File: config.mk
export PLATFORM = sky130hd
export DESIGN_NAME = monitor_alarm_and_trim_control
export DESIGN_NICKNAME = d
export VERILOG_FILES = /design/src/monitor_pkg.sv /design/src/temp_index_map.sv /design/src/monitor_alarm_and_trim_control.sv
export VERILOG_INCLUDE_DIRS = /design/src
export SDC_FILE = /design/constraint.sdc
export NUM_CORES = 2
export LEC_CHECK = 0
export BUFFER_PORTS_ARGS = -buffer_cell sky130_fd_sc_hd__clkbuf_2
export CAP_MARGIN = 5
export CELL_PAD_IN_SITES_DETAIL_PLACEMENT = 1
export CELL_PAD_IN_SITES_GLOBAL_PLACEMENT = 2
export CORE_MARGIN = 2
export CORE_UTILIZATION = 45
export CTS_BUF_LIST = sky130_fd_sc_hd__clkbuf_8
export DETAILED_ROUTE_END_ITERATION = 16
export PLACE_DENSITY_LB_ADDON = 0.1
export SLEW_MARGIN = 20
export SYNTH_ARGS = -nofsm -noshare
export SYNTH_HDL_FRONTEND = slang
export SYNTH_SLANG_ARGS = --single-unit
File: constraint.sdc
create_clock -name clk -period 14.7 [get_ports clk]
set_clock_uncertainty 0.15 [all_clocks]
set_input_delay 2.94 -clock clk [delete_from_list [all_inputs] [get_ports clk]]
set_output_delay 2.94 -clock clk [all_outputs]
set_load 0.02 [all_outputs]
File: src/monitor_params.svh
// Constants: offsets, fields, reset values and timing of the monitor block
`ifndef MONITOR_PARAMS_SVH
`define MONITOR_PARAMS_SVH

// ****************************************************************
// Timing
// ****************************************************************
`define CLK_PERIOD_NS      25
`define FRAME_TIME_US      30000
`define CHANNEL_COUNT      5
`define SLOT_CYCLES_DEF    ((`FRAME_TIME_US * 1000) / `CLK_PERIOD_NS / `CHANNEL_COUNT)

// ****************************************************************
// Register offsets (word index)
// ****************************************************************
`define OFS_RESULT         9'h000
`define OFS_ALARM_FLAGS    9'h028
`define OFS_WARN_FLAGS     9'h029
`define OFS_DONE           9'h02A
`define OFS_INT_EN         9'h02B
`define OFS_CTRL           9'h02C
`define OFS_PIN_STATUS     9'h02D
`define OFS_WIPER          9'h02E
`define OFS_MANUAL_A       9'h082
`define OFS_MANUAL_B       9'h083
`define OFS_LUT_FIRST      9'h180
`define OFS_LUT_LAST       9'h1C7

// ****************************************************************
// Fields and reset values
// ****************************************************************
`define CTRL_INDEX_BIT     0
`define CTRL_FAULT_BIT     1
`define CTRL_RESET         2'h0
`define INT_EN_RESET       5'h00
`define MANUAL_RESET       8'h00
`define LIMIT_RESET        16'h0000
`define LUT_RESET          16'h0000
`define LUT_DEPTH          72

// ****************************************************************
// Scaling masks and temperature indexing
// ****************************************************************
`define TEMP_SCALE_MASK    16'hFFFC
`define VOLT_SCALE_MASK    16'hFFF8
`define LOW_RES_MASK       16'hFFF8
`define INDEX_OFFSET_DEG   9'h028
`define INDEX_SPAN_DEG     9'h08E
`define INDEX_FIRST        8'h80
`define INDEX_LAST         8'hC7

`endif

File: src/monitor_pkg.sv
// Types shared by the monitor block
package monitor_pkg;

    typedef enum logic [2:0] {
        CH_TEMP    = 3'h0,
        CH_SUPPLY  = 3'h1,
        CH_INPUT_A = 3'h2,
        CH_INPUT_B = 3'h3,
        CH_INPUT_C = 3'h4
    } channel_type;

    typedef enum logic [1:0] {
        ST_IDLE  = 2'h0,
        ST_START = 2'h1,
        ST_WAIT  = 2'h3,
        ST_STORE = 2'h2
    } seq_state_type;

    typedef struct packed {
        logic        wr;
        logic        rd;
        logic [8:0]  addr;
        logic [15:0] wdata;
    } bus_req_type;

    typedef struct packed {
        logic        valid;
        logic [15:0] data;
    } conv_result_type;

endpackage : monitor_pkg

File: src/temp_index_map.sv
// Maps a temperature word to its trim table address
`timescale 1ns/1ps
`default_nettype none
`include "monitor_params.svh"

module temp_index_map (
    // Temperature in, table address out
    input  wire logic [15:0] temp_word,
    output logic      [7:0]  table_addr
);

    wire logic signed [8:0] ofs_w;
    wire logic              below_w;
    wire logic              above_w;
    wire logic        [7:0] step_w;

    // Whole degrees plus forty; each two degrees is one table step
    assign ofs_w   = $signed({temp_word[15], temp_word[15:8]})
                   + $signed(`INDEX_OFFSET_DEG);
    assign below_w = ofs_w <= $signed(9'h000);
    assign above_w = ofs_w >= $signed(`INDEX_SPAN_DEG);
    assign step_w  = {1'b0, ofs_w[7:1]};
    assign table_addr = below_w ? `INDEX_FIRST :
                        above_w ? `INDEX_LAST  :
                        8'(`INDEX_FIRST + step_w);

endmodule : temp_index_map

`default_nettype wire

File: src/monitor_alarm_and_trim_control.sv
// Monitor sequencer, limit flags, pin buffers and trim resistor control
//
// How it works
// - conversion done sets per-channel pollable bit
// - alarm and warning flags, high and low
// - per-channel enable for limit events
// - result is left-justified sixteen-bit word
// - low-resistance variant zeroes three lowest bits
// - five channels refreshed round-robin per frame
// - limit comparison runs without host command
// - flag set within fixed latency
// - factory spans clamp result low bits
// - supply/inputs unsigned, temperature two's complement
// - results passed unscaled at factory weights
// - no protection while protect pin low
// - protect pin pulled up, open means protect
// - two buffers drive open-drain outputs
// - first drain output also signals limit faults
// - two wiper positions set independently
// - table entry per two degrees, both resistors
// - temperature maps to table address 80h..C7h
// - temperature upper byte signed degrees
// - index disabled means manual wiper bytes
//
// The address map and the strobed register port were left to the implementer.
`timescale 1ns/1ps
`default_nettype none
`include "monitor_params.svh"

module monitor_alarm_and_trim_control
    import monitor_pkg::*;
#(
    parameter int SLOT_CYCLES = `SLOT_CYCLES_DEF,
    parameter bit LOW_RES     = 1'b0
) (
    // Clock and reset
    input  wire logic            clk,
    input  wire logic            sys_rst,
    // Register port
    input  wire bus_req_type     bus_req,
    output logic [15:0]          rd_data,
    // Converter
    output logic                 conv_start,
    output channel_type          conv_channel,
    input  wire conv_result_type conv_res,
    // Pins
    input  wire logic            write_protect_pin,
    input  wire logic            buffer_input_a,
    input  wire logic            buffer_input_b,
    input  wire logic            drain_output_a_i,
    output logic                 drain_output_a_o,
    output logic                 drain_output_a_oe,
    input  wire logic            drain_output_b_i,
    output logic                 drain_output_b_o,
    output logic                 drain_output_b_oe,
    // Resistor wipers
    output logic [7:0]           wiper_a_pos,
    output logic [7:0]           wiper_b_pos
);

    // ****************************************************************
    // Pin synchronisers
    // ****************************************************************
    logic [4:0] sync1_q;
    logic [4:0] sync2_q;
    wire  logic wp_s;
    wire  logic in_a_s;
    wire  logic in_b_s;

    always_ff @(posedge clk) begin
        if (sys_rst) begin
            sync1_q <= 5'h1F;
            sync2_q <= 5'h1F;
        end else begin
            sync1_q <= {drain_output_b_i, drain_output_a_i,
                        buffer_input_b, buffer_input_a, write_protect_pin};
            sync2_q <= sync1_q;
        end
    end

    // Reset to the pulled-up idle level: protected, outputs released
    assign wp_s   = sync2_q[0];
    assign in_a_s = sync2_q[1];
    assign in_b_s = sync2_q[2];

    // ****************************************************************
    // Round-robin sequencer
    // ****************************************************************
    seq_state_type state_q;
    channel_type   ch_q;
    logic [23:0]   slot_cnt_q;
    logic          kick_q;
    wire  logic    slot_done_w;
    wire  logic    store_w;
    wire  channel_type ch_next_w;
    wire  logic [15:0] scale_w;
    wire  logic [15:0] masked_w;

    assign slot_done_w = slot_cnt_q >= 24'(SLOT_CYCLES - 1);
    assign store_w     = state_q == ST_STORE;
    assign ch_next_w   = (ch_q == CH_INPUT_C) ? CH_TEMP
                       : channel_type'(ch_q + 3'h1);
    assign conv_start   = state_q == ST_START;
    assign conv_channel = ch_q;

    // Temperature keeps one more bit than the voltages unless LOW_RES is set
    assign scale_w  = ((ch_q == CH_TEMP) ? `TEMP_SCALE_MASK
                                         : `VOLT_SCALE_MASK)
                    & (LOW_RES ? `LOW_RES_MASK : 16'hFFFF);
    assign masked_w = conv_res.data & scale_w;

    always_ff @(posedge clk) begin
        if (sys_rst) begin
            state_q <= ST_IDLE;
            ch_q    <= CH_TEMP;
            kick_q  <= 1'b1;
        end else begin
            case (state_q)
                ST_IDLE: begin
                    if (slot_done_w || kick_q) begin
                        state_q <= ST_START;
                        kick_q  <= 1'b0;
                    end
                end
                ST_START: state_q <= ST_WAIT;
                ST_WAIT: begin
                    if (conv_res.valid) begin
                        state_q <= ST_STORE;
                    end
                end
                ST_STORE: begin
                    state_q <= ST_IDLE;
                    ch_q    <= ch_next_w;
                end
                default: state_q <= ST_IDLE;
            endcase
        end
    end

    // Slot timer restarts with each conversion so a slow converter
    // stretches the frame rather than skipping a channel
    always_ff @(posedge clk) begin
        if (sys_rst || (state_q == ST_IDLE && (slot_done_w || kick_q))) begin
            slot_cnt_q <= 24'h00_0000;
        end else if (!slot_done_w) begin
            slot_cnt_q <= slot_cnt_q + 24'h00_0001;
        end
    end

    // ****************************************************************
    // Register decode
    // ****************************************************************
    logic [15:0] result_q [`CHANNEL_COUNT];
    logic [15:0] limit_q  [4][`CHANNEL_COUNT];
    logic [15:0] lut_q    [`LUT_DEPTH];
    logic [4:0]  seen_q;
    logic [4:0]  done_q;
    logic [4:0]  int_en_q;
    logic [1:0]  ctrl_q;
    logic [7:0]  manual_a_q;
    logic [7:0]  manual_b_q;
    logic [4:0]  ah_q;
    logic [4:0]  al_q;
    logic [4:0]  wh_q;
    logic [4:0]  wl_q;
    logic [15:0] rd_data_q;

    wire logic [8:0]  addr_w;
    wire logic [2:0]  sel_ch_w;
    wire logic [2:0]  kind_full_w;
    wire logic [1:0]  kind_w;
    wire logic [6:0]  lut_sel_w;
    wire logic        ch_ok_w;
    wire logic        hit_result_w;
    wire logic        hit_limit_w;
    wire logic        hit_lut_w;
    wire logic        wr_ok_w;
    wire logic        done_clr_w;
    wire logic [15:0] rd_mux_w;

    assign addr_w       = bus_req.addr;
    assign sel_ch_w     = addr_w[2:0];
    assign kind_full_w  = addr_w[5:3] - 3'h1;
    assign kind_w       = kind_full_w[1:0];
    assign lut_sel_w    = addr_w[6:0];
    assign ch_ok_w      = sel_ch_w < 3'h5;
    assign hit_result_w = addr_w[8:3] == 6'h00 && ch_ok_w;
    assign hit_limit_w  = addr_w[8:6] == 3'h0 && addr_w[5:3] != 3'h0
                       && addr_w[5:3] <= 3'h4 && ch_ok_w;
    assign hit_lut_w    = addr_w >= `OFS_LUT_FIRST
                       && addr_w <= `OFS_LUT_LAST;
    // Protect pin high blocks every write
    assign wr_ok_w      = bus_req.wr && !wp_s;
    assign done_clr_w   = bus_req.rd && addr_w == `OFS_DONE;

    assign rd_mux_w =
        hit_result_w ? result_q[sel_ch_w] :
        hit_limit_w  ? limit_q[kind_w][sel_ch_w] :
        hit_lut_w    ? lut_q[lut_sel_w] :
        addr_w == `OFS_ALARM_FLAGS ? {3'h0, al_q, 3'h0, ah_q} :
        addr_w == `OFS_WARN_FLAGS  ? {3'h0, wl_q, 3'h0, wh_q} :
        addr_w == `OFS_DONE        ? {11'h000, done_q} :
        addr_w == `OFS_INT_EN      ? {11'h000, int_en_q} :
        addr_w == `OFS_CTRL        ? {14'h0000, ctrl_q} :
        addr_w == `OFS_PIN_STATUS  ? {11'h000, sync2_q} :
        addr_w == `OFS_WIPER       ? {wiper_b_pos, wiper_a_pos} :
        addr_w == `OFS_MANUAL_A    ? {8'h00, manual_a_q} :
        addr_w == `OFS_MANUAL_B    ? {8'h00, manual_b_q} :
        16'h0000;

    always_ff @(posedge clk) begin
        if (sys_rst) begin
            rd_data_q <= 16'h0000;
        end else begin
            rd_data_q <= bus_req.rd ? rd_mux_w : 16'h0000;
        end
    end
    assign rd_data = rd_data_q;

    // ****************************************************************
    // Control registers
    // ****************************************************************
    always_ff @(posedge clk) begin
        if (sys_rst) begin
            int_en_q   <= `INT_EN_RESET;
            ctrl_q     <= `CTRL_RESET;
            manual_a_q <= `MANUAL_RESET;
            manual_b_q <= `MANUAL_RESET;
        end else if (wr_ok_w) begin
            if (addr_w == `OFS_INT_EN) begin
                int_en_q <= bus_req.wdata[4:0];
            end
            if (addr_w == `OFS_CTRL) begin
                ctrl_q <= bus_req.wdata[1:0];
            end
            if (addr_w == `OFS_MANUAL_A) begin
                manual_a_q <= bus_req.wdata[7:0];
            end
            if (addr_w == `OFS_MANUAL_B) begin
                manual_b_q <= bus_req.wdata[7:0];
            end
        end
    end

    // ****************************************************************
    // Per-channel results, limits and flags
    // ****************************************************************
    logic [4:0] ah_d;
    logic [4:0] al_d;
    logic [4:0] wh_d;
    logic [4:0] wl_d;

    for (genvar c = 0; c < `CHANNEL_COUNT; c++) begin : g_chan
        wire logic        sgn_w;
        wire logic [16:0] res_x;
        wire logic [16:0] lim_x [4];

        // Only the temperature channel compares as signed
        assign sgn_w = c == 0;
        assign res_x = {sgn_w & result_q[c][15], result_q[c]};
        for (genvar k = 0; k < 4; k++) begin : g_kind
            assign lim_x[k] = {sgn_w & limit_q[k][c][15], limit_q[k][c]};
            always_ff @(posedge clk) begin
                if (sys_rst) begin
                    limit_q[k][c] <= `LIMIT_RESET;
                end else if (wr_ok_w && hit_limit_w && kind_w == 2'(k)
                             && sel_ch_w == 3'(c)) begin
                    limit_q[k][c] <= bus_req.wdata;
                end
            end
        end
        // Limits 0/1 are alarm high/low, 2/3 are warning high/low
        assign ah_d[c] = seen_q[c] & ($signed(res_x) > $signed(lim_x[0]));
        assign al_d[c] = seen_q[c] & ($signed(res_x) < $signed(lim_x[1]));
        assign wh_d[c] = seen_q[c] & ($signed(res_x) > $signed(lim_x[2]));
        assign wl_d[c] = seen_q[c] & ($signed(res_x) < $signed(lim_x[3]));

        always_ff @(posedge clk) begin
            if (sys_rst) begin
                result_q[c] <= 16'h0000;
                seen_q[c]   <= 1'b0;
                done_q[c]   <= 1'b0;
            end else begin
                if (state_q == ST_WAIT && conv_res.valid
                    && ch_q == channel_type'(c)) begin
                    result_q[c] <= masked_w;
                    seen_q[c]   <= 1'b1;
                end
                // A new conversion wins over a clearing read
                done_q[c] <= (done_q[c] & ~done_clr_w)
                           | (store_w && ch_q == channel_type'(c));
            end
        end
    end

    // Flags follow the results every cycle, no host trigger needed
    always_ff @(posedge clk) begin
        if (sys_rst) begin
            ah_q <= 5'h00;
            al_q <= 5'h00;
            wh_q <= 5'h00;
            wl_q <= 5'h00;
        end else begin
            ah_q <= ah_d;
            al_q <= al_d;
            wh_q <= wh_d;
            wl_q <= wl_d;
        end
    end

    // ****************************************************************
    // Trim table and wipers
    // ****************************************************************
    wire logic [7:0]  table_addr_w;
    wire logic [15:0] lut_entry_w;

    temp_index_map u_index (
        .temp_word  (result_q[0]),
        .table_addr (table_addr_w)
    );

    for (genvar e = 0; e < `LUT_DEPTH; e++) begin : g_lut
        always_ff @(posedge clk) begin
            if (sys_rst) begin
                lut_q[e] <= `LUT_RESET;
            end else if (wr_ok_w && hit_lut_w && lut_sel_w == 7'(e)) begin
                lut_q[e] <= bus_req.wdata;
            end
        end
    end

    assign lut_entry_w = lut_q[table_addr_w[6:0]];

    always_ff @(posedge clk) begin
        if (sys_rst) begin
            wiper_a_pos <= 8'h00;
            wiper_b_pos <= 8'h00;
        end else if (ctrl_q[`CTRL_INDEX_BIT]) begin
            wiper_a_pos <= lut_entry_w[7:0];
            wiper_b_pos <= lut_entry_w[15:8];
        end else begin
            wiper_a_pos <= manual_a_q;
            wiper_b_pos <= manual_b_q;
        end
    end

    // ****************************************************************
    // Open-drain buffers
    // ****************************************************************
    wire  logic fault_w;
    logic       oe_a_q;
    logic       oe_b_q;

    assign fault_w = ctrl_q[`CTRL_FAULT_BIT]
                   & |((ah_q | al_q) & int_en_q);

    always_ff @(posedge clk) begin
        if (sys_rst) begin
            oe_a_q <= 1'b0;
            oe_b_q <= 1'b0;
        end else begin
            oe_a_q <= !in_a_s || fault_w;
            oe_b_q <= !in_b_s;
        end
    end

    assign drain_output_a_o  = 1'b0;
    assign drain_output_b_o  = 1'b0;
    assign drain_output_a_oe = oe_a_q;
    assign drain_output_b_oe = oe_b_q;
endmodule : monitor_alarm_and_trim_control

`default_nettype wire

-- Word level (Yosys, flattened, before mapping)
Memory sizes are Yosys's and may differ from the RTL's.
Cells that the tools add are included.
Widths: inputs -> output; s select.
- output and inout port bits: 40
- flip-flop bits (word level): 127
- word-level logic and storage cells: 848
- memories kept: 3
- bits in writable memories: 1552
- memory list (name ; words ; bits a word ; read ports ; clocked after Yosys merged registers in ; wr ports ; line ; RTL):
    lut_q ; 72 ; 16 ; 2 ; 0 ; 72 ; monitor_alarm_and_trim_control.sv:155 ; logic [15:0] lut_q [`LUT_DEPTH];
    limit_q ; 4 ; 80 ; 5 ; 0 ; 4 ; monitor_alarm_and_trim_control.sv:154 ; logic [15:0] limit_q [4][`CHANNEL_COUNT];
    result_q ; 5 ; 16 ; 6 ; 0 ; 5 ; monitor_alarm_and_trim_control.sv:153 ; logic [15:0] result_q [`CHANNEL_COUNT];
- magnitude comparators: 28
- reductions and logical operators: 139
- multiplexer cells: 414
- eq/ne operators: 96
- add/subtract/negate cells: 5
- bitwise gates (word level): 134
- operator list (kind ; count):
    $mux 16 ; 109
    $mux 1 ; 293
    $eq 7x6->1 const B ; 32
    $gt 16x16->1 ; 10
    $lt 16x16->1 ; 10
    $logic_and 1x1->1 ; 117
    $eq 7x5->1 const B ; 16
    $or 1x1->1 ; 102
    $eq 9x6->1 const B ; 7
    $eq 7x4->1 const B ; 8
    $eq 7x7->1 const B ; 8
    $bmux 16 s3 ; 1
    $mux 8 ; 4
    $eq 7x3->1 const B ; 4
    $and 1x1->1 ; 26
    $add 24x1->24 const B ; 1
    $ge 24x18->1 const B ; 1
    $eq 9x8->1 const B ; 2
    $ge 9x9->1 const B ; 2
    $and 16x16->16 ; 1
    $eq 7x2->1 const B ; 2
    $mux 7 ; 2
    $eq 3x2->1 const B ; 4
    $reduce_and 2->1 ; 6
    other kinds (31) ; 48

-- Longest topological paths before layout
- depth in word-level cells: 13
- gate-level depth with buffers: 16

-- Cells and area by module
From an unflattened synthesis, not the netlist that was laid out.
- cell total of the unflattened synthesis: 6825
- area, all modules: 92303.5 um^2
- modules (own cells, without submodules) (module ; cells an instance ; seq. area each (um^2) ; area an instance (um^2) ; instances):
    monitor_alarm_and_trim_control ; 6779 ; 48846.8 ; 92012.0 ; 1
    temp_index_map ; 46 ; 0.0 ; 291.5 ; 1

-- Least setup slack after synthesis
No wires, ideal clock.
- kind: input to register
- start: in bus_req[20] (netlist name)
- end: reg rd_data_q[1] (netlist: rd_data[1])
- data arrival time: 6.806 ns
- setup time: 0.132 ns
- cell stages on the path: 12
- path slack: 7.612 ns
- cells stage by stage: buf_1 -> buf_1 -> inv_1 -> ha_1 -> clkbuf_1 -> buf_2 -> clkbuf_1 -> clkbuf_1 -> clkbuf_1 -> mux4_2 -> a221oi_1 -> a211oi_1
- word-level cells in the longest chain between the ends: 13
- elaborated cells on any way between the ends: 37
- RTL lines (what ; line ; RTL):
    from (decl) ; monitor_alarm_and_trim_control.sv:40 ; input wire bus_req_type bus_req,
    $eq 9x8->1 (no line) ; - ;
    $mux 8 ; monitor_alarm_and_trim_control.sv:208 ; addr_w == `OFS_MANUAL_B ? {8'h00, manual_b_q} :
    $mux 8 ; monitor_alarm_and_trim_control.sv:207 ; addr_w == `OFS_MANUAL_A ? {8'h00, manual_a_q} :
    $mux 16 ; monitor_alarm_and_trim_control.sv:206 ; addr_w == `OFS_WIPER ? {wiper_b_pos, wiper_a_pos} :
    $mux 16 ; monitor_alarm_and_trim_control.sv:205 ; addr_w == `OFS_PIN_STATUS ? {11'h000, sync2_q} :
    $mux 16 ; monitor_alarm_and_trim_control.sv:204 ; addr_w == `OFS_CTRL ? {14'h0000, ctrl_q} :
    $mux 16 ; monitor_alarm_and_trim_control.sv:203 ; addr_w == `OFS_INT_EN ? {11'h000, int_en_q} :
    $mux 16 ; monitor_alarm_and_trim_control.sv:202 ; addr_w == `OFS_DONE ? {11'h000, done_q} :
    $mux 16 ; monitor_alarm_and_trim_control.sv:201 ; addr_w == `OFS_WARN_FLAGS ? {3'h0, wl_q, 3'h0, wh_q} :
    $mux 16 ; monitor_alarm_and_trim_control.sv:200 ; addr_w == `OFS_ALARM_FLAGS ? {3'h0, al_q, 3'h0, ah_q} :
    $mux 16 ; monitor_alarm_and_trim_control.sv:199 ; hit_lut_w ? lut_q[lut_sel_w] :
    $mux 16 ; monitor_alarm_and_trim_control.sv:198 ; hit_limit_w ? limit_q[kind_w][sel_ch_w] :
    $mux 16 * ; monitor_alarm_and_trim_control.sv:197 ; hit_result_w ? result_q[sel_ch_w] :
    to (signal assigned) ; monitor_alarm_and_trim_control.sv:215 ; rd_data_q <= bus_req.rd ? rd_mux_w : 16'h0000;
    to (decl) ; monitor_alarm_and_trim_control.sv:166 ; logic [15:0] rd_data_q;
Mark *: on every way between the ends. The rest lies on a longest branch, timed or not. The select of a mux whose other input is x is not followed.
A chain may end at the register's enable or synchronous reset.

==> impl_results.md <==
- Post-synth top flop: edfxtp_1
- RD Place Congestion: 0.961
- Unique masters post-synth: 90
- Worst slew margin: 0.166
- Placed Area: 97600 sq um
- DR pass1 iterations: 6
- Routed len/inst: 37.1 um
- FILL cells: 21342
- Synth-to-Final Area Change: 10.3%
- Syn_area_per_cell: 11.9 sq um
- Total gr overflow: 0
- Tcrit/Tclk final: 0.490
- Largest net degree at the start of global routing: 139
- Worst-path clk slew: 0.06 ns
- Clk Latency, worst-skew pair: 1.12 ns
- Mapped cell area: 93600 sq um
- WL final: 399000 um
- I/O Buffers: 86
- Fin. Hold Viols: 0
- Commonest cells in the netlist: edfxtp_1, and2_1, clkbuf_1, mux4_2, nand2_1
- Initial Util: 0.452
- Synth area leaders: edfxtp_1, mux4_2, and2_1, ha_1, dfxtp_1
- Vias in the first global route: 71502
- CTS tree: yes
- Root Driver: clkbuf_8
- Initial antenna violation count: 34
- Chip height: 460 um
- Ports: 91
- Max Transition Viols Final: 0
- Yosys warnings: 0
- Most common cell in the netlist: edfxtp_1
- Routed Antenna Nets: 0
- DR vias: 71067
- First-pass GRT wire length: 554000 um
- Number of gates resized after cts: 0
- Status: finished clean
- Endpoint class of the critical path: register
- Tot Pwr: 11.3 mW
- Row count: 167
- FF+latch count, synth: 1669
- Die X: 460 um
- Max Clock Freq: 139 MHz
- Area leader, netlist: edfxtp_1
- Setup repair after global routing missed its margin: false
- Crit path time final: 7.21 ns
- Final setup viols: 0
- Fraction of final layout cells sized beyond drive strength 1: 0.173
- Die area: 212000 sq um
- Cells after synthesis: 7860
- Final layout net count: 8181
- Crit path kind: register to register
- Max Cap Violations: 0
- Max FO, Critical Path: 53
- CTS sink count: 1669
- Power per cell area: 110 nW/um^2
- Total Neg Setup Slack: 0 ns
- Clock Path Buffers: 4
- Post-synthesis sequential area ratio: 0.522
- Hold_buf cts: 0
- Setup bufs post-CTS: 0
- Post-synth EDFFs: 1542
- HP Class: register to register
- Avg Vias per Cell: 6.60
- VDD IR max: 113 uV
- P_leak: 38.8 nW
- Design Area, Final: 103000 sq um
- DRC errors left: 0
- Worst setup SP type: register
- Number of DRC markers in iteration 0: 9357
- Crit path required time: 15.53 ns
- Num CTS Buffers: 316
- Tightest Pin Transition: 1.23 ns
- CTS H-Tree Depth: 5
- Yosys top cell area share: 0.495
- Placeable Area: 207000 sq um
- Ys async rst share: 0
- Post-DP HPWL: 263000 um
- Data arrival, critical path: 8.03 ns
- Total Routing Usage GR: 0.373
- Flop-to-flop setup slack: 7.49 ns
## stage by stage
step	hold slack, ns	worst slack [ns]	instances	util
after floorplan	0.239	7.61	7862	-
after global placement	0.252	6.64	10220	0.471
after detailed placement	0.250	6.63	10221	0.472
after CTS	0.216	7.80	10749	0.498
after global routing	0.217	7.52	10754	0.499
final	0.205	7.49	10762	0.499
## cells in the final DEF (no fill, tap or decap), types with 45 or more instances in the layout
master,count
clkbuf_2,65
a211oi_1,96
mux2i_1,70
and2_1,1495
ha_1,292
a21oi_1,149
nand2_1,446
o21a_1,65
o21ai_0,151
clkbuf_8,340
dfxtp_1,127
a31oi_1,94
nor3_1,195
o221ai_1,79
o211ai_1,92
nand4_1,64
nand3_1,105
o21ai_2,45
mux4_2,460
clkinv_1,46
nor2_1,342
edfxtp_1,1542
buf_4,286
inv_1,430
a21o_1,63
or3_1,78
and3_1,152
## worst max-delay path, cell delays in order, from the launching register on
cell and delay, ns:
edfxtp_1 0.91, inv_1 0.24, ha_1 0.56, nand4bb_1 0.20
o41ai_1 0.18, o21ai_4 0.30, buf_4 0.62, buf_4 0.66
buf_4 0.58, and3_1 0.24, a211oi_1 0.05, o21ai_0 0.85
and3_1 0.29, nand4_1 0.48, a311oi_1 0.56
## final cells by class
cell class | instances | area, sq um | share of cell area
Antenna cell | 11 | 27.5 | 0.000267
Clock buffer | 340 | 4680 | 0.0454
Clock inverter | 188 | 817 | 0.00792
Inverter | 323 | 1220 | 0.0118
Multi-Input combinational cell | 5162 | 41500 | 0.402
Sequential cell | 1669 | 48800 | 0.473
Tap cell | 2704 | 3380 | 0.0328
Timing Repair Buffer | 365 | 2720 | 0.0264
## where the power goes
group / switching [mW] / leakage [nW] / internal, mW / total, mW
clock: 2.09 / 3.22 / 2.14 / 4.24
combinational: 1.14 / 18.9 / 0.492 / 1.63
sequential: 0.122 / 16.6 / 5.35 / 5.47
## layer usage
metal | share of wire | global-route usage | routed length [um]
met5 | 0.00037 | 0 | 149
met4 | 0.069 | 0.223 | 27400
met3 | 0.10 | 0.0852 | 40800
met2 | 0.46 | 0.582 | 182000
met1 | 0.37 | 0.474 | 149000
## final timing paths
check | end | start | cells after the start
setup / recovery | wiper_b_pos[0] | result_q[0][11] | 14
hold / removal | sync2_q[1] | sync1_q[1] | 1
setup reg to reg | wiper_b_pos[0] | result_q[0][11] | 14
hold reg to reg | sync2_q[1] | sync1_q[1] | 1
## state kept, by name, indices dropped and copies added (netlist names)
| name | flops |
|---|---|
| kick_q | 1 |
| wh_q | 5 |
| ah_q | 5 |
| manual_a_q | 8 |
| wl_q | 5 |
| limit_q | 320 |
| ctrl_q | 2 |
| conv_channel | 3 |
| al_q | 5 |
| wiper_b_pos | 8 |
| sync1_q | 5 |
| state_q | 2 |
| done_q | 5 |
| drain_output_a_oe | 1 |
| drain_output_b_oe | 1 |
| sync2_q | 5 |
| slot_cnt_q | 24 |
| wiper_a_pos | 8 |
| int_en_q | 5 |
| manual_b_q | 8 |
| lut_q | 1152 |
| result_q | 70 |
| rd_data | 16 |
| seen_q | 5 |
## kinds of logic (layout without fill, tap and decap cells)
kind of cell / Yosys count / in the layout / synth area share
other: 1 / 14 / 0.0000401
muxes: 532 / 532 / 0.118
adders and majority gates: 293 / 293 / 0.0392
and+or+nand+nor: 3051 / 3051 / 0.179
xor gates and xnor gates: 20 / 20 / 0.00187
AOI/OAI and AO/OA: 1263 / 1263 / 0.0950
buffers and inverters: 1031 / 1216 / 0.0445
DFF: 1669 / 1669 / 0.522
No activity file was read; power rests on OpenSTA's default activity.
